File: src/srwg_pkg.sv
// package: timing constants and states for the supervisor reset/watchdog block
package srwg_pkg;
   // ------------------------------------------------------------------
   // clock and documented times
   // ------------------------------------------------------------------
   localparam int unsigned CLK_HZ = 40_000_000;
   localparam int unsigned RESET_TIME_MS = 200;
   localparam int unsigned CE_GRACE_US = 15;
   localparam int unsigned WD_TIMEOUT_MS = 1600;
   // ------------------------------------------------------------------
   // derived cycle counts (least times rounded up)
   // ------------------------------------------------------------------
   localparam longint unsigned RESET_CYC =
      (longint'(RESET_TIME_MS) * CLK_HZ + 999) / 1000;
   localparam longint unsigned CE_GRACE_CYC =
      (longint'(CE_GRACE_US) * CLK_HZ + 999_999) / 1_000_000;
   localparam longint unsigned WD_CYC =
      (longint'(WD_TIMEOUT_MS) * CLK_HZ + 999) / 1000;
   localparam int unsigned CNT_W = 32;
   // ------------------------------------------------------------------
   // reset sequencer states
   // ------------------------------------------------------------------
   typedef enum logic [1:0] {
      SRWG_HOLD = 2'b00,
      SRWG_STRETCH = 2'b01,
      SRWG_RUN = 2'b10
   } srwg_state_t;
endpackage : srwg_pkg

File: src/srwg_top.sv
// module: supervisor reset stretcher, watchdog and chip-select gating
`timescale 1ns/1ps
module srwg_top
   import srwg_pkg::*;
#(
   parameter longint unsigned RESET_CYCLES = RESET_CYC,
   parameter longint unsigned WD_CYCLES = WD_CYC,
   parameter longint unsigned CE_CYCLES = CE_GRACE_CYC
) (
   input wire logic sys_clk_in,
   input wire logic sys_rst_in,
   input wire logic supply_low_in,
   input wire logic supply_below_backup_in,
   input wire logic powerfail_sense_in,
   input wire logic watchdog_kick_in,
   input wire logic watchdog_kick_float_in,
   input wire logic manual_reset_n,
   input wire logic chip_select_n_in,
   input wire logic seal_request_in,
   output logic reset_n_out,
   output logic chip_select_n_out,
   output logic powerfail_flag_n,
   output logic supply_sel_backup_out,
   output logic backup_connected_out
);
   // ------------------------------------------------------------------
   // synchronised inputs
   // ------------------------------------------------------------------
   logic kick_s;
   logic kick_float_s;
   logic mr_n_s;
   logic cs_n_s;
   srwg_sync #(.RST_VAL(1'b0)) u_sync_kick (
      .sys_clk_in(sys_clk_in), .sys_rst_in(sys_rst_in),
      .d_in(watchdog_kick_in), .q_out(kick_s));
   srwg_sync #(.RST_VAL(1'b1)) u_sync_flt (
      .sys_clk_in(sys_clk_in), .sys_rst_in(sys_rst_in),
      .d_in(watchdog_kick_float_in), .q_out(kick_float_s));
   srwg_sync #(.RST_VAL(1'b1)) u_sync_mr (
      .sys_clk_in(sys_clk_in), .sys_rst_in(sys_rst_in),
      .d_in(manual_reset_n), .q_out(mr_n_s));
   srwg_sync #(.RST_VAL(1'b1)) u_sync_cs (
      .sys_clk_in(sys_clk_in), .sys_rst_in(sys_rst_in),
      .d_in(chip_select_n_in), .q_out(cs_n_s));

   localparam logic [CNT_W-1:0] RST_LAST = CNT_W'(RESET_CYCLES - 1);
   localparam logic [CNT_W-1:0] WD_LAST = CNT_W'(WD_CYCLES - 1);
   localparam logic [CNT_W-1:0] CE_LAST = CNT_W'(CE_CYCLES - 1);

   srwg_state_t state_r;
   srwg_state_t state_nxt;
   logic [CNT_W-1:0] rst_cnt_r;
   logic [CNT_W-1:0] wd_cnt_r;
   logic [CNT_W-1:0] ce_cnt_r;
   logic kick_prev_r;
   logic ce_grace_r;
   logic sealed_r;
   logic reset_n_r;
   logic cs_n_r;
   logic pf_n_r;
   logic sel_bat_r;

   // ------------------------------------------------------------------
   // reset sources and stretch decode
   // ------------------------------------------------------------------
   wire hold_src = supply_low_in | ~mr_n_s;
   wire kick_edge = kick_s ^ kick_prev_r;
   wire wd_clear = ~reset_n_r | kick_float_s | kick_edge;
   wire wd_expire = ~wd_clear & (wd_cnt_r == WD_LAST);
   wire stretch_done = (rst_cnt_r == RST_LAST);

   // next state: hold while a source is active, then stretch, then run
   always_comb begin
      state_nxt = state_r;
      unique case (state_r)
         SRWG_HOLD: begin
            if (!hold_src) begin
               state_nxt = SRWG_STRETCH;
            end
         end
         SRWG_STRETCH: begin
            if (hold_src) begin
               state_nxt = SRWG_HOLD;
            end else if (stretch_done) begin
               state_nxt = SRWG_RUN;
            end
         end
         SRWG_RUN: begin
            if (hold_src) begin
               state_nxt = SRWG_HOLD;
            end else if (wd_expire) begin
               state_nxt = SRWG_STRETCH;
            end
         end
         default: state_nxt = SRWG_HOLD;
      endcase
   end

   // ------------------------------------------------------------------
   // sequencer and reset timer
   // ------------------------------------------------------------------
   always_ff @(posedge sys_clk_in) begin
      if (sys_rst_in) begin
         state_r <= SRWG_HOLD;
         rst_cnt_r <= '0;
      end else begin
         state_r <= state_nxt;
         // timer cleared outside the stretch so it restarts on recovery
         if (state_r == SRWG_STRETCH && !hold_src) begin
            rst_cnt_r <= rst_cnt_r + 1'b1;
         end else begin
            rst_cnt_r <= '0;
         end
      end
   end

   // reset output registered; low in every state but run
   always_ff @(posedge sys_clk_in) begin
      if (sys_rst_in) begin
         reset_n_r <= 1'b0;
      end else begin
         reset_n_r <= (state_nxt == SRWG_RUN);
      end
   end

   // ------------------------------------------------------------------
   // watchdog timer
   // ------------------------------------------------------------------
   always_ff @(posedge sys_clk_in) begin
      if (sys_rst_in) begin
         wd_cnt_r <= '0;
         kick_prev_r <= 1'b0;
      end else begin
         kick_prev_r <= kick_s;
         if (wd_clear || wd_expire) begin
            wd_cnt_r <= '0;
         end else begin
            wd_cnt_r <= wd_cnt_r + 1'b1;
         end
      end
   end

   // ------------------------------------------------------------------
   // chip-select gating with grace window after reset assertion
   // ------------------------------------------------------------------
   wire reset_falling = reset_n_r & (state_nxt != SRWG_RUN);
   always_ff @(posedge sys_clk_in) begin
      if (sys_rst_in) begin
         ce_grace_r <= 1'b0;
         ce_cnt_r <= '0;
      end else if (reset_falling) begin
         ce_grace_r <= ~cs_n_s;
         ce_cnt_r <= '0;
      end else if (ce_grace_r) begin
         ce_cnt_r <= ce_cnt_r + 1'b1;
         if (cs_n_s || ce_cnt_r == CE_LAST) begin
            ce_grace_r <= 1'b0;
         end
      end
   end

   // backup mode always wins: no path to the RAM during switchover
   wire cs_pass = (state_nxt == SRWG_RUN) | (ce_grace_r | reset_falling);
   always_ff @(posedge sys_clk_in) begin
      if (sys_rst_in) begin
         cs_n_r <= 1'b1;
      end else begin
         cs_n_r <= supply_below_backup_in | ~cs_pass | cs_n_s;
      end
   end

   // ------------------------------------------------------------------
   // power-fail flag, supply select and freshness seal
   // ------------------------------------------------------------------
   always_ff @(posedge sys_clk_in) begin
      if (sys_rst_in) begin
         pf_n_r <= 1'b1;
         sel_bat_r <= 1'b0;
         sealed_r <= 1'b0;
      end else begin
         pf_n_r <= ~(~powerfail_sense_in | supply_below_backup_in);
         sel_bat_r <= supply_below_backup_in;
         // seal armed by a request present as the supply drops, while reset is still high
         if (seal_request_in && reset_n_r && supply_low_in) begin
            sealed_r <= 1'b1;
         end else if (!supply_low_in) begin
            sealed_r <= 1'b0;
         end
      end
   end

   assign reset_n_out = reset_n_r;
   assign chip_select_n_out = cs_n_r;
   assign powerfail_flag_n = pf_n_r;
   assign supply_sel_backup_out = sel_bat_r;
   assign backup_connected_out = sel_bat_r & ~sealed_r;

   // ------------------------------------------------------------------
   // assertions
   // ------------------------------------------------------------------
   AST_LOW_WHILE_SUPPLY: assert property (@(posedge sys_clk_in)
      disable iff (sys_rst_in) supply_low_in |=> !reset_n_out)
      else $error("reset released while supply low");
   AST_MR_HOLDS: assert property (@(posedge sys_clk_in)
      disable iff (sys_rst_in) !mr_n_s |=> !reset_n_out)
      else $error("reset released while manual reset low");
   AST_STRETCH_MIN: assert property (@(posedge sys_clk_in)
      disable iff (sys_rst_in)
      $rose(reset_n_out) |-> state_r == SRWG_RUN && $past(stretch_done))
      else $error("reset released before stretch done");
   AST_TIMER_CLEAR: assert property (@(posedge sys_clk_in)
      disable iff (sys_rst_in) supply_low_in |=> rst_cnt_r == '0)
      else $error("reset timer not cleared");
   AST_WD_EXPIRE: assert property (@(posedge sys_clk_in)
      disable iff (sys_rst_in) wd_expire |=> !reset_n_out)
      else $error("watchdog expiry did not reset");
   AST_WD_CLEAR: assert property (@(posedge sys_clk_in)
      disable iff (sys_rst_in) wd_clear |=> wd_cnt_r == '0)
      else $error("watchdog not cleared");
   AST_WD_FLOAT: assert property (@(posedge sys_clk_in)
      disable iff (sys_rst_in) kick_float_s |-> !wd_expire)
      else $error("floating kick expired watchdog");
   AST_CS_GATE: assert property (@(posedge sys_clk_in)
      disable iff (sys_rst_in)
      !chip_select_n_out |-> $past(!cs_n_s) && $past(cs_pass))
      else $error("chip select passed while gated");
   AST_CS_BACKUP: assert property (@(posedge sys_clk_in)
      disable iff (sys_rst_in) supply_below_backup_in |=> chip_select_n_out)
      else $error("chip select passed in backup");
   AST_PF_FLAG: assert property (@(posedge sys_clk_in)
      disable iff (sys_rst_in)
      (!powerfail_sense_in || supply_below_backup_in) |=> !powerfail_flag_n)
      else $error("power fail flag not low");
   AST_CE_GRACE: assert property (@(posedge sys_clk_in)
      disable iff (sys_rst_in) ce_grace_r |-> ce_cnt_r <= CE_LAST)
      else $error("grace window too long");

   // ------------------------------------------------------------------
   // sequencer, timer and gating detail
   // ------------------------------------------------------------------
   // hold state must never let reset go high, whatever the timer does
   AST_RST_LOW_HOLD: assert property (@(posedge sys_clk_in)
      disable iff (sys_rst_in) state_r == SRWG_HOLD |-> !reset_n_out)
      else $error("reset high in hold state");
   AST_TIMER_HOLD: assert property (@(posedge sys_clk_in)
      disable iff (sys_rst_in) state_r != SRWG_STRETCH |=> rst_cnt_r == '0)
      else $error("reset timer ran outside stretch");
   AST_EXPIRE_STRETCH: assert property (@(posedge sys_clk_in)
      disable iff (sys_rst_in)
      wd_expire && !hold_src |=> state_r == SRWG_STRETCH)
      else $error("expiry did not start stretch");
   // watchdog stays cleared for the whole time reset is low
   AST_WD_IDLE_RESET: assert property (@(posedge sys_clk_in)
      disable iff (sys_rst_in) !reset_n_out |=> wd_cnt_r == '0)
      else $error("watchdog counted during reset");
   AST_WD_KICK_EDGE: assert property (@(posedge sys_clk_in)
      disable iff (sys_rst_in) kick_edge |=> wd_cnt_r == '0)
      else $error("kick edge did not clear watchdog");
   // a rising chip-select ends the grace window for good
   AST_CE_EARLY_END: assert property (@(posedge sys_clk_in)
      disable iff (sys_rst_in)
      ce_grace_r && cs_n_s && !reset_falling |=> !ce_grace_r)
      else $error("grace kept after chip select rose");
   AST_CS_BLOCKED: assert property (@(posedge sys_clk_in)
      disable iff (sys_rst_in)
      state_nxt != SRWG_RUN && !ce_grace_r && !reset_falling
      |=> chip_select_n_out)
      else $error("chip select passed during reset");
   AST_PF_HIGH: assert property (@(posedge sys_clk_in)
      disable iff (sys_rst_in)
      powerfail_sense_in && !supply_below_backup_in |=> powerfail_flag_n)
      else $error("power fail flag low without cause");
   // supply select is a plain one-cycle follower of the comparator
   AST_SEL_BACKUP: assert property (@(posedge sys_clk_in)
      disable iff (sys_rst_in) supply_below_backup_in |=> supply_sel_backup_out)
      else $error("backup not selected");
   AST_SEL_MAIN: assert property (@(posedge sys_clk_in)
      disable iff (sys_rst_in) !supply_below_backup_in |=> !supply_sel_backup_out)
      else $error("main supply not selected");
   // seal survives the whole low-supply period, opens on recovery
   AST_SEAL_KEEP: assert property (@(posedge sys_clk_in)
      disable iff (sys_rst_in) sealed_r && supply_low_in |=> sealed_r)
      else $error("seal dropped while supply low");
   AST_SEAL_OPEN: assert property (@(posedge sys_clk_in)
      disable iff (sys_rst_in) !supply_low_in |=> !sealed_r)
      else $error("seal kept after supply recovery");

   CV_WD_RESET: cover property (@(posedge sys_clk_in) wd_expire);
   CV_MANUAL: cover property (@(posedge sys_clk_in) $fell(mr_n_s));
   CV_SEAL: cover property (@(posedge sys_clk_in) $rose(sealed_r));
   CV_RELEASE: cover property (@(posedge sys_clk_in) $rose(reset_n_out));
   CV_GRACE: cover property (@(posedge sys_clk_in) $fell(ce_grace_r));
endmodule : srwg_top

File: src/srwg_sync.sv
// module: two-flop synchroniser for one input level
`timescale 1ns/1ps
module srwg_sync
   import srwg_pkg::*;
#(
   parameter logic RST_VAL = 1'b1
) (
   input wire logic sys_clk_in,
   input wire logic sys_rst_in,
   input wire logic d_in,
   output logic q_out
);
   logic meta_r;
   logic q_r;
   // ------------------------------------------------------------------
   // first stage read only by the second
   // ------------------------------------------------------------------
   always_ff @(posedge sys_clk_in) begin
      if (sys_rst_in) begin
         meta_r <= RST_VAL;
         q_r <= RST_VAL;
      end else begin
         meta_r <= d_in;
         q_r <= meta_r;
      end
   end
   assign q_out = q_r;
endmodule : srwg_sync

File: config.mk
export PLATFORM = sky130hd
export DESIGN_NAME = srwg_top
export DESIGN_NICKNAME = d
export VERILOG_FILES = /design/src/srwg_pkg.sv /design/src/srwg_top.sv /design/src/srwg_sync.sv
export SDC_FILE = /design/constraint.sdc
export NUM_CORES = 1
export LEC_CHECK = 0
export BUFFER_PORTS_ARGS = -buffer_cell sky130_fd_sc_hd__buf_4
export CAP_MARGIN = 20
export CORE_ASPECT_RATIO = 0.9
export CORE_MARGIN = 1.5
export CORE_UTILIZATION = 40
export DETAILED_ROUTE_END_ITERATION = 6
export GPL_ROUTABILITY_DRIVEN = 1
export PLACE_DENSITY_LB_ADDON = 0.2
export SLEW_MARGIN = 20
export SYNTH_ARGS = -nofsm -noshare
export SYNTH_HDL_FRONTEND = slang
export SYNTH_HIERARCHICAL = 1
export SYNTH_SLANG_ARGS = --single-unit
File: constraint.sdc
create_clock -name sys_clk_in -period 4.9 [get_ports sys_clk_in]
set_input_delay 0 -clock sys_clk_in [delete_from_list [all_inputs] [get_ports sys_clk_in]]
set_output_delay 0 -clock sys_clk_in [all_outputs]
set_load 0.05 [all_outputs]
# ---- After elaboration in Yosys (flattened, before gate mapping)
# Cells that the tools add are included.
# W data, S select, Z words.
dict set report word_totals {
  word_cells 72
  reg_bits 113
}
dict set report classes {
  reduce_logical 10
  n_bitwise 21
  addsub 3
  mux 11
  n_eq_ne 8
}
# op count
set op_table {}
lappend op_table {{$add A32 B1 Y32 const B} 3}
lappend op_table {{$eq A32 B10 Y1 const B} 1}
lappend op_table {{$eq A32 B23 Y1 const B} 1}
lappend op_table {{$eq A32 B26 Y1 const B} 1}
lappend op_table {{$mux W2} 5}
lappend op_table {{$not A1 Y1} 9}
lappend op_table {{$or A1 B1 Y1} 8}
lappend op_table {{$pmux W2 S3} 1}
lappend op_table {{$reduce_or A2 Y1} 3}
lappend op_table {{$mux W1} 5}
lappend op_table {{$eq A2 B2 Y1 const B} 2}
lappend op_table {{$and A1 B1 Y1} 3}
lappend op_table {{$logic_and A1 B1 Y1} 3}
lappend op_table {{$eq A2 B1 Y1 const B} 1}
lappend op_table {{$logic_not A2 Y1} 1}
lappend op_table {{$logic_or A1 B1 Y1} 2}
lappend op_table {{$ne A2 B1 Y1 const B} 1}
lappend op_table {{$ne A2 B2 Y1 const B} 1}
lappend op_table {{$logic_not A1 Y1} 1}
lappend op_table {{$xor A1 B1 Y1} 1}

# ---- Depth between registers and ports, before layout
# Gate-level depths: netlist of the first run.
dict set report logic_depth {
  ltp_word 15
  ltp_mapped 8
}

# ---- Cells and area by module
# The synthesis of the first run kept the hierarchy.
# mod n_inst cells_each area_per_inst_um2 seq_area_each_um2
set modules_own_cells {}
lappend modules_own_cells {srwg_top 1 540 4778.3 2102.0}
lappend modules_own_cells {srwg_sync 4 4 52.6 40.0}

# ---- Least setup slack after synthesis of the first run
# Ideal clock, no wire load.
dict set report synth_path {
  kind {register -> register}
  from {reg rst_cnt_r[0]}
  to {reg rst_cnt_r[28]}
  stages_incl_launch_ff 8
  setup_time_ps 59
  arrival_time_ps 1960
  slack_ps 2881
  path_cell_list {dfxtp_1 -> ha_1 -> and4_1 -> buf_6 -> nand4_4 -> or4_4 -> or4_1 -> nand2_1}
}
dict set report synth_between {
  elab_chain_cells 1
}
# element line_no
set synth_lines {}
lappend synth_lines {{start: declaration} srwg_top.sv:52} ;# logic [CNT_W-1:0] rst_cnt_r;
lappend synth_lines {{start signal: assignment} srwg_top.sv:110} ;# rst_cnt_r <= rst_cnt_r + 1'b1;
lappend synth_lines {{$add A32 B1 Y32} srwg_top.sv:110}
# Every way passes these cells.
# A chain may end at the register's enable or synchronous reset.

# ---- Worst setup path in the final report of the first run
dict set report layout_path {
  from {reg rst_cnt_r[0]}
  to {reg rst_cnt_r[30]}
}
# The elaborated chain is that of the path after synthesis.

==> summary.txt, run 1 <==
Outcome
  • Status: finished, final reports clean

Route
  • DRT Pass-1 Iters: 4
  • WL/cell: 13.2 um
  • Antenna viol nets, final: 0
  • Vias per cell: 5.23
  • Iter 0 DRT Violations: 278
  • Overall routed net length: 9970 um
  • DRC Markers: 0
  • Via count: approximately 4k

Clocking
  • TritonCTS buffer count: 17
  • H-tree levels: 4
  • Setup Fix Bufs, Post-CTS: 0
  • CTS Buffer Depth: 2
  • Clock slew at reported path FFs: 50 ps
  • Clk sinks: 113
  • Skew-Pair Late Insertion Delay: 410 ps
  • Root cell of the clock tree: clkbuf_16
  • CTS tree: done

Synth
  • Syn Nets: 569
  • Synthesized instance count: 556
  • Ys Warns: 6
  • Async S/R FF share, synth: 0%
  • Synthesized area: 4990 sq um
  • Top cells by area, synth: dfxtp_1, xor2_1, xnor2_1
  • Register bit total from synthesis: roughly 110
  • Post-synthesis sequential area ratio: a little under half
  • Avg Cell Area, Syn: approximately 9 sq um
  • Ys flop type: dfxtp_1
  • Distinct cells, synth: 46
  • Share of the synthesized area in the top cell type: a little under half
  • Number of synthesized flops with an enable pin: 0
  • Post-synthesis cell type with the largest combined area: dfxtp_1

Power
  • Clk pwr share: 55.4%
  • Internal power: 0.00170 W
  • VDD IR max: 246 uV
  • Sequential power share: between 40% and 50%
  • PD cells: 364 nW/um^2
  • Gate power share: under 10%
  • Leakage: about 1.9 nW
  • Net Sw Frac: 21.1%
  • Switch Pwr: 0.000453 W

Finish
  • Commonest non-fill, non-tap cell in the layout: dfxtp_1
  • Fill cells: 1146
  • Storage cell area: 2260 sq um
  • Area grow syn2layout: 18.4%
  • N_diodes: 0
  • Commonest cells after routing, fill and taps aside: dfxtp_1, nor2_1, nor3_1
  • Layout cells sized above 1: 10.1%
  • Area of the multi-input gates: 2600 sq um
  • Final nets: between 500 and 600
  • Finished Cell Area: a little under 6000 sq um

Global routing
  • GRT overflow: 0
  • Pin count of the biggest net entering global routing: 53
  • GRT met1 Usage: 22.0%
  • Initial antenna violation count: 0
  • Met2 usage: 25.4%
  • Met3 usage: 4.60%
  • Top Usage Layer GRT: met2
  • GRT Overall Usage: 16.5%
  • First-pass GRT wire length: approximately 17000 um
  • Vias in the first global route: 3679

STA
  • Final hold viol count: 0
  • Minimum clock period: approximately 2200 ps
  • TNS Setup: 0 ps
  • Worst-margin pin slew: between 900 and 1000 ps
  • Slew margin rel.: 34.4%
  • Max Fclk: 0.449 GHz
  • Clk_skew: 10.2 ps
  • Slew Viols, Final: 0
  • Endpoints failing setup: 0
  • Fin crit share: 45.5%
  • RSZ-0062 raised after global routing: no

Critical path
  • Crit. Startpoint: rst_cnt_r[0]
  • Reg2reg path depth: 6
  • Capturing element type of the critical path: register
  • Critical path data arrival time: 2580 ps
  • Worst Setup EP: rst_cnt_r[30]
  • Reg2reg end: rst_cnt_r[30]
  • CP required: approximately 5300 ps
  • Critical Path Source Type: register
  • Critical path class: reg2reg
  • Worst reg-to-reg setup slack: 2670 ps
  • Max Fanout on Critical Path: 7
  • RR Startpoint: rst_cnt_r[0]

Die
  • Initial Utilization: 41.1%
  • DIE WIDTH: 121 um
  • Die Ht: between 100 and 150 um
  • Core Region: approximately 12000 sq um
  • Die Area: 13200 sq um
  • Cell Rows: 38
  • # IOs: 15

Placed design
  • RePlAce Congestion: 0.788
  • PortBufs: 14
  • Placed Area: 5240 sq um
  • Dpl hpwl: around 6500 um

Run
  • Max cap viols: 0

Min path
  • Hold WC Path Type: in2reg
[worst max-delay path, stage by stage, from the launching register on]
cell and delay, ps:
dfxtp_1 370, ha_1 210, and4_1 390, nand4_4 140, or4_4 570, or4_1 420
nand2_1 80
[cells by family (layout without fill, tap and decap cells)]
logic type	Yosys count	count (layout)	synth area share (%)
and+or+nand+nor	301	301	33.0
DFF	113	113	45.3
xor gates and xnor gates	89	89	15.6
buffers and inverters	32	69	2.68
AOI/OAI and AO/OA	17	17	2.38
adders and majority gates	3	3	0.753
muxes	1	1	0.201
[worst min-delay path by stage]
stage                                 startpoint                  to  slack [ps]  depth (start not counted)
after floorplan                       sys_rst_in  u_sync_kick/meta_r          70                          1
after global placement    watchdog_kick_float_in   u_sync_flt/meta_r         180                          2
after detailed placement  watchdog_kick_float_in   u_sync_flt/meta_r         180                          2
after CTS                             sys_rst_in   u_sync_kick/q_out          40                          2
after global routing                  sys_rst_in   u_sync_kick/q_out          80                          2
final                                 sys_rst_in   u_sync_kick/q_out          50                          2
[cell type report]
| cell class | instances | area share, % |
|---|---|---|
| Multi-Input combinational cell | 411 | 44.0 |
| Clock inverter | 13 | 2.31 |
| Clock buffer | 19 | 7.50 |
| Sequential cell | 113 | 38.3 |
| Inverter | 11 | 0.699 |
| Tap cell | 160 | 3.39 |
| Timing Repair Buffer | 26 | 3.81 |
[flip-flops by register name, summed over array words and instances (netlist names), 2 cells and up]
register,flops
ce_cnt_r,32
rst_cnt_r,32
state_r,2
wd_cnt_r,32
[Yosys cell counts (all sizes together), types with 3 or more instances]
library cell / instances
xor2: 45
dfxtp: 113
or2: 8
or4: 4
nand4: 28
nor4b: 8
buf: 5
a21oi: 4
nor3: 54
and3: 6
nor2b: 4
inv: 11
ha: 3
nor2: 74
clkbuf: 16
xnor2: 44
nand2: 30
nand3: 38
nor4: 15
and4: 18
and2: 6
[power by group through the flow]
stage	Clock (W)	Combinational, W	Sequential (W)
finish	0.00119	0.0000328	0.000927
global route	0.00126	0.0000360	0.000927
CTS	0.00122	0.0000330	0.000926
detailed placement	0	0.0000279	0.000946
global placement	0	0.0000276	0.000946
floorplan	0	0.0000135	0.000949
[per-layer routing]
metal,vias to the layer above,part of all wire (%),routed length [um]
met1,1868,52,5150
met4,0,0.97,97
li1,2000,-,-
met5,-,0,0
met3,7,3.3,328
met2,61,44,4400
[through the flow]
stage,worst slack [ps],util (%),hold WS [ps],total power [W],cells
floorplan,2880,-,71.6,0.000962,556
global placement,2620,43.1,184,0.000973,711
detailed placement,2690,43.2,185,0.000974,712
CTS,2650,48.7,44.8,0.00218,753
global route,2510,48.7,78.8,0.00222,753
finish,2670,48.7,52.0,0.00215,753
[timing repair]
item | CTS | global route
endpoints found under the hold margin | 9 | 0
resized for setup | 0 | 0
hold buffers | 9 | 0
Note: power is estimated with default switching activity, not from simulation.
==> run 2: changes to the inputs <==
Clock period 4.9 ns to 2.2 ns, I/O delays scaled along.
==> run 2 against run 1 <==
Hold slack got worse by 21 ps; global-route usage increased by 0.24 points; critical endpoint is now rst_cnt_r[28]; via count increased by 1.1%; critical path type unchanged; maximum frequency increased by 7.9%.
==> summary.txt, run 2 (synthesis results as in run 1) <==
Clocking
  • Clock slew at reported path FFs: 50 ps (about the same)
  • Clk sinks: 113 (unchanged)
  • CTS tree: done
  • H-tree levels: 4 (unchanged)
  • CTS Buffer Depth: 2 (unchanged)
  • Skew-Pair Late Insertion Delay: 420 ps (about the same)
  • TritonCTS buffer count: 17 (unchanged)
  • Root cell of the clock tree: clkbuf_16

Power
  • Final Power: 0.00514 W (+140%)
  • VDD IR max: 757 uV (+210%)
  • PD cells: 841 nW/um^2 (+130%)
  • Leakage: 2.03 nW (+6.8%)

Finish
  • Final nets: 610 (+2.9%)
  • Area grow syn2layout: 22.7%
  • Largest regs: ce_cnt_r: 32 flops, rst_cnt_r: 32 flops, wd_cnt_r: 32 flops
  • Commonest non-fill, non-tap cell in the layout: dfxtp_1
  • Commonest cells after routing, fill and taps aside: dfxtp_1, nor2_1, nor3_1
  • Finished Layout Cells: 770 (+2.3%)
  • Fill cells: 1112 (-3.0%)
  • N_diodes: 0 (unchanged)
  • Layout cells sized above 1: 13.3% (+3.2 points)

STA
  • Worst-margin pin slew: 538 ps (-439 ps)
  • Slew Viols, Final: 0 (unchanged)
  • Max Fclk: 0.484 GHz (+7.9%)
  • Worst setup margin: 135 ps (-2540 ps)
  • RSZ-0062 raised after global routing: no
  • Fin crit share: 93.9% (+48 points)
  • Final hold viol count: 0 (unchanged)
  • Endpoints failing setup: 0 (unchanged)
  • Minimum clock period: 2070 ps (-164 ps)
  • Slew margin rel.: 63.8% (+29 points)
  • Worst Hold Slack: 31.3 ps (-20.7 ps)
  • Clk_skew: 5.23 ps (-4.95 ps)
  • TNS Setup: 0 ps (unchanged)

Die
  • Die Area: 13200 sq um (unchanged)
  • Die Ht: 109 um (unchanged)
  • DIE WIDTH: 121 um (unchanged)
  • Initial Utilization: 41.1% (unchanged)
  • # IOs: 15 (unchanged)
  • Cell Rows: 38 (unchanged)
  • Core Region: 12100 sq um (unchanged)

Global routing
  • Vias in the first global route: 3647 (-0.87%)
  • GRT overflow: 0 (unchanged)
  • Pin count of the biggest net entering global routing: 53 (unchanged)
  • GRT Overall Usage: 16.8% (+0.24 points)
  • Initial antenna violation count: 0 (unchanged)
  • First-pass GRT wire length: 17300 um (about the same)

Placed design
  • Placed instance count: 728 (+2.2%)
  • Dpl hpwl: 6790 um (+4.6%)
  • PortBufs: 14 (unchanged)
  • RePlAce Congestion: 0.808 (+2.5%)
  • Place WS: 90.5 ps (-2600 ps)

Critical path
  • Capturing element type of the critical path: register
  • Max Fanout on Critical Path: 5 (-2)
  • Critical path data arrival time: 2420 ps (-160 ps)
  • Critical Path Source Type: register
  • Critical path class: reg2reg
  • Worst reg-to-reg setup slack: 130 ps (-2540 ps)
  • Worst path max stage delay: 570 ps (about the same)
  • Slowest library cell on the worst path: or4_4
  • CP required: 2560 ps (-2690 ps)
  • Critical path cell sequence: ha_1, and4_4, nand4_4, or4_4, or4_1, nand2_1

Route
  • DRC Markers: 0 (unchanged)
  • DRT Pass-1 Iters: 6 (+2)
  • Overall routed net length: 10100 um (+0.96%)
  • Antenna viol nets, final: 0 (unchanged)
  • WL/cell: 13.1 um (-1.3%)
  • Vias per cell: 5.17 (-1.1%)
  • Via count: 3979 (+1.1%)
  • Iter 0 DRT Violations: 245 (-12%)

Min path
  • Hold WC Path Type: in2reg

Run
  • Max cap viols: 0 (unchanged)

Outcome
  • Status: finished, final reports clean
## run 2: repair_timing
item / 4_1_cts / 5_1_grt
resized for setup: 0 / 3
buffers inserted: 0 / 1
endpoints found under the setup margin: 0 / 33
endpoints found under the hold margin: 9 / 0
hold buffers: 9 / 0
## run 2: critical path, delay by kind of cell, from the launching register on
kind | cells | cell delay, ps
DFF | 1 | 360
adders and majority gates | 1 | 220
and+or+nand+nor | 5 | 1420
## run 2: final timing paths
check                          end  depth (start not counted)              start
max                  rst_cnt_r[28]                          6       rst_cnt_r[0]
min          supply_sel_backup_out                          2         sys_rst_in
max reg2reg          rst_cnt_r[28]                          6       rst_cnt_r[0]
min reg2reg       u_sync_flt/q_out                          1  u_sync_flt/meta_r
## run 2: area by class of cell
class | count | area, sq um | area share (%)
Clock inverter | 14 | 210 | 3.43
Tap cell | 160 | 200 | 3.27
Inverter | 11 | 41.3 | 0.675
Timing Repair Buffer | 43 | 358 | 5.85
Sequential cell | 113 | 2260 | 37.0
Multi-Input combinational cell | 411 | 2610 | 42.6
Clock buffer | 18 | 439 | 7.18
## run 2: routing by layer
layer / up-vias / track usage, % / share of wire, % / wire (um)
li1: 2038 / - / - / -
met1: 1872 / 22.5 / 52 / 5190
met2: 60 / 24.7 / 43 / 4350
met3: 9 / 5.96 / 4.0 / 400
met4: 0 / 6.39 / 1.3 / 126
met5: - / 0 / 0 / 0
## run 2: through the flow
step                area [sq um]  util (%)
floorplan                   4990         -
global placement            5360      44.2
detailed placement          5360      44.2
CTS                         6100      50.3
global route                6120      50.5
finish                      6120      50.5
## run 2: where the power goes
part / internal (W) / leakage (nW) / total (W) / switching (W)
logic: 0.0000325 / 0.804 / 0.0000743 / 0.0000418
registers: 0.00206 / 0.913 / 0.00206 / 0.00000477
clock network: 0.00203 / 0.312 / 0.00301 / 0.000973
total: 0.00413 / 2.03 / 0.00514 / 0.00102
==> run 3: changes to the inputs <==
Settings changed: ABC_AREA set to 1, BUFFER_PORTS_ARGS -buffer_cell sky130_fd_sc_hd__buf_4 to not set, DONT_BUFFER_PORTS set to 1.
==> run 3 against run 2 <==
Sequential cell count did not move; critical path depth grew 3; cell count grew 42%; synthesized cell count grew 55%; via count rose by 30%; wire length up 29%; highest routed layer unchanged; first-iteration DRC count up 27%; design area rose by 10%; clock power is 3% lower; utilization fell by 2.5 points; hold slack gained 180 ps.
==> summary.txt, run 3 <==
Outcome
  • Status: finished, final reports clean

STA
  • Max Fclk: 0.501 GHz (+3.5%)
  • Minimum clock period: 2000 ps (-69.9 ps)
  • Endpoints failing setup: 0 (unchanged)
  • Slew Viols, Final: 0 (unchanged)
  • Fin crit share: 90.7% (-3.2 points)
  • Slew margin rel.: 63.2% (-0.60 points)
  • Final hold viol count: 0 (unchanged)
  • Clk_skew: 9.39 ps (+4.16 ps)
  • Worst-margin pin slew: 548 ps (+9.81 ps)
  • RSZ-0062 raised after global routing: no
  • TNS Setup: 0 ps (unchanged)
  • Worst Hold Slack: 213 ps (+181 ps)

Finish
  • Area grow syn2layout: 16.8%
  • Fill cells: 1513 (+36%)
  • Finished Cell Area: 6740 sq um (+10%)
  • Final nets: 900 (+48%)
  • Commonest cells after routing, fill and taps aside: nand2_1, nor2_1, dfxtp_1
  • Commonest non-fill, non-tap cell in the layout: nand2_1
  • Storage cell area: 2260 sq um (unchanged)
  • Largest regs: ce_cnt_r: 32 flops, rst_cnt_r: 32 flops, wd_cnt_r: 32 flops
  • Area of the multi-input gates: 3010 sq um (+15%)
  • Layout cells sized above 1: 9.01% (-4.3 points)
  • N_diodes: 0 (unchanged)

Route
  • Vias per cell: 4.72 (-8.6%)
  • WL/cell: 11.8 um (-9.4%)
  • Overall routed net length: 12900 um (+29%)
  • Iter 0 DRT Violations: 311 (+27%)
  • Via count: 5156 (+30%)
  • DRT Pass-1 Iters: 5 (-1)
  • Antenna viol nets, final: 0 (unchanged)
  • DRC Markers: 0 (unchanged)

Critical path
  • Critical path buffers and inverters: 1 (+1)
  • Worst path max stage delay: 570 ps (about the same)
  • Capturing element type of the critical path: register
  • Crit. Startpoint: rst_cnt_r[0]
  • Critical path data arrival time: 2300 ps (-120 ps)
  • Critical path cell sequence: ha_1, nand2_1, nor2_1, nand2_1, nor2_2, nand3_1, nand2_1, a21oi_1, dlygate4sd3_1
  • RR Startpoint: rst_cnt_r[0]
  • Slowest library cell on the worst path: dlygate4sd3_1
  • Critical Path Source Type: register
  • CP most frequent cell: nand2_1
  • Critical path class: reg2reg
  • Crit path max-delay family: simple AND/OR/NAND/NOR gates
  • Max Fanout on Critical Path: 5 (unchanged)
  • CP required: 2500 ps (-60 ps)

Clocking
  • CTS Buffer Depth: 2 (unchanged)
  • Skew-Pair Late Insertion Delay: 420 ps (about the same)
  • Root cell of the clock tree: clkbuf_16
  • Clk sinks: 113 (unchanged)
  • H-tree levels: 4 (unchanged)
  • TritonCTS buffer count: 17 (unchanged)
  • Setup Fix Bufs, Post-CTS: 0 (unchanged)
  • Clock slew at reported path FFs: 60 ps (about the same)
  • CTS tree: done

Power
  • Net Sw Frac: 20.0% (+0.21 points)
  • Leakage: 2.32 nW (+14%)
  • Gate power share: 1.4% (about the same)
  • Clk pwr share: 57.9% (-0.5 points)
  • PD cells: 753 nW/um^2 (-10%)
  • Sequential power share: 40.8% (+0.7 points)
  • Internal power: 0.00405 W (-1.7%)
  • VDD IR max: 704 uV (-7.0%)
  • Switch Pwr: 0.00102 W (-0.41%)

Die
  • Die Ht: 117 um (+7.3%)
  • Initial Utilization: 41.1% (-0.092 points)
  • Cell Rows: 41 (+7.9%)
  • Core Region: 14100 sq um (+16%)
  • Die Area: 15200 sq um (+15%)
  • # IOs: 15 (unchanged)
  • DIE WIDTH: 130 um (+7.4%)

Placed design
  • Placed Area: 6010 sq um (+12%)
  • RePlAce Congestion: 0.837 (+3.6%)
  • PortBufs: 0 (-14)
  • Dpl hpwl: 9450 um (+39%)

Min path
  • Min-delay src: chip_select_n_in
  • Hold WC Path Type: in2reg

Global routing
  • Initial antenna violation count: 0 (unchanged)
  • GRT overflow: 0 (unchanged)
  • GRT Overall Usage: 18.8% (+2.0 points)
  • First-pass GRT wire length: 21900 um (+27%)
  • Vias in the first global route: 4767 (+31%)
  • Pin count of the biggest net entering global routing: 33 (-38%)

Synth
  • Ys flop type: dfxtp_1
  • Async S/R FF share, synth: 0% (unchanged)
  • Top cells by area, synth: dfxtp_1, nand2_1, nor2_1
  • Share of the synthesized area in the top cell type: 39.2% (-6.1 points)
  • Distinct cells, synth: 36 (-22%)
  • Number of synthesized flops with an enable pin: 0 (unchanged)
  • Synthesized instance count: 860 (+55%)
  • Register bit total from synthesis: 113 (unchanged)
  • Avg Cell Area, Syn: 6.71 sq um (-25%)
  • Ys Warns: 6 (unchanged)
  • Syn Nets: 873 (+53%)
  • Synthesized area: 5770 sq um (+16%)
  • Most frequent cell after synthesis: nand2_1
  • Post-synth top cells: nand2_1, nor2_1, dfxtp_1
  • Post-synthesis cell type with the largest combined area: dfxtp_1
  • Post-synthesis sequential area ratio: 39.2% (-6.1 points)

Run
  • Max cap viols: 0 (unchanged)
run 3: cell types whose count changed after synthesis, moves of 7 or more:
cell,before,now
nand3_1,38,45
nand2_1,30,210
a21oi_1,4,45
and4_1,18,0
nor4b_1,7,0
nor3_1,54,38
clkbuf_1,15,2
inv_1,11,112
nor4_1,12,3
xor2_1,45,23
nor2_2,0,17
xnor2_1,44,11
nor2_1,74,150
o21ai_0,2,15
run 3: repair_timing:
item                                   in CTS  in global routing
hold buffers                               10                  0
gates resized for setup                     0                  1
setup endpoints to repair                   0                  1
endpoints found under the hold margin      17                  0
run 3: final timing paths:
path | to | slack (ps) | depth (start not counted)
hold / removal | u_sync_cs/meta_r | 210 | 3
hold reg to reg | u_sync_mr/q_out | 410 | 2
setup / recovery | state_r[0] | 200 | 9
setup reg to reg | state_r[0] | 200 | 9
run 3: per-stage QoR:
step	instances	power, W	setup slack (ps)	util (%)
floorplan	860	0.00216	494	-
global placement	1051	0.00216	290	42.7
detailed placement	1051	0.00216	254	42.7
CTS	1092	0.00514	154	47.9
global route	1092	0.00525	1.32	47.9
finish	1092	0.00507	205	47.9
run 3: layout make-up:
cell class	instances	share of cell area, %
repair buffers	18	2.56
inverters	113	6.30
clock buffers	21	6.98
clock inverters	10	2.34
flip-flops and latches	113	33.6
well taps	193	3.58
multi-input cells	624	44.7
run 3: routing by layer:
layer  wire (um)  up-vias  share of wire (%)  track usage, %
li1            -     2779                  -               -
met1        7040     2310                 54            26.0
met2        5360       58                 41            27.4
met3         424        9                3.3            6.82
met4         119        0               0.92            5.26
met5           0        -                  0               0
run 3: power groups by stage:
stage	sequential, W	clock (W)	combinational, W
5_1_grt	0.00207	0.00310	0.0000768
6_report	0.00207	0.00293	0.0000684
3_3_place_gp	0.00211	0	0.0000509
4_1_cts	0.00207	0.00300	0.0000694
2_1_floorplan	0.00211	0	0.0000439
3_5_place_dp	0.00211	0	0.0000509
run 3: logic make-up (layout without fill, tap and decap cells):
kind of cell	after synthesis	in the layout	share of synthesized area [%]
AOI/OAI and AO/OA	65	65	5.88
xor gates and xnor gates	34	34	5.16
adders and majority gates	3	3	0.651
buffers and inverters	123	162	8.69
DFF	113	113	39.2
muxes	1	1	0.173
and+or+nand+nor	521	521	40.2
run 3: worst reg2reg max path, cell delays in order, from the launching register on:
cell and delay, ps:
dfxtp_1 350, ha_1 200, nand2_1 70, nor2_1 130, nand2_1 160, nor2_2 190
nand3_1 90, nand2_1 70, a21oi_1 50, dlygate4sd3_1 570
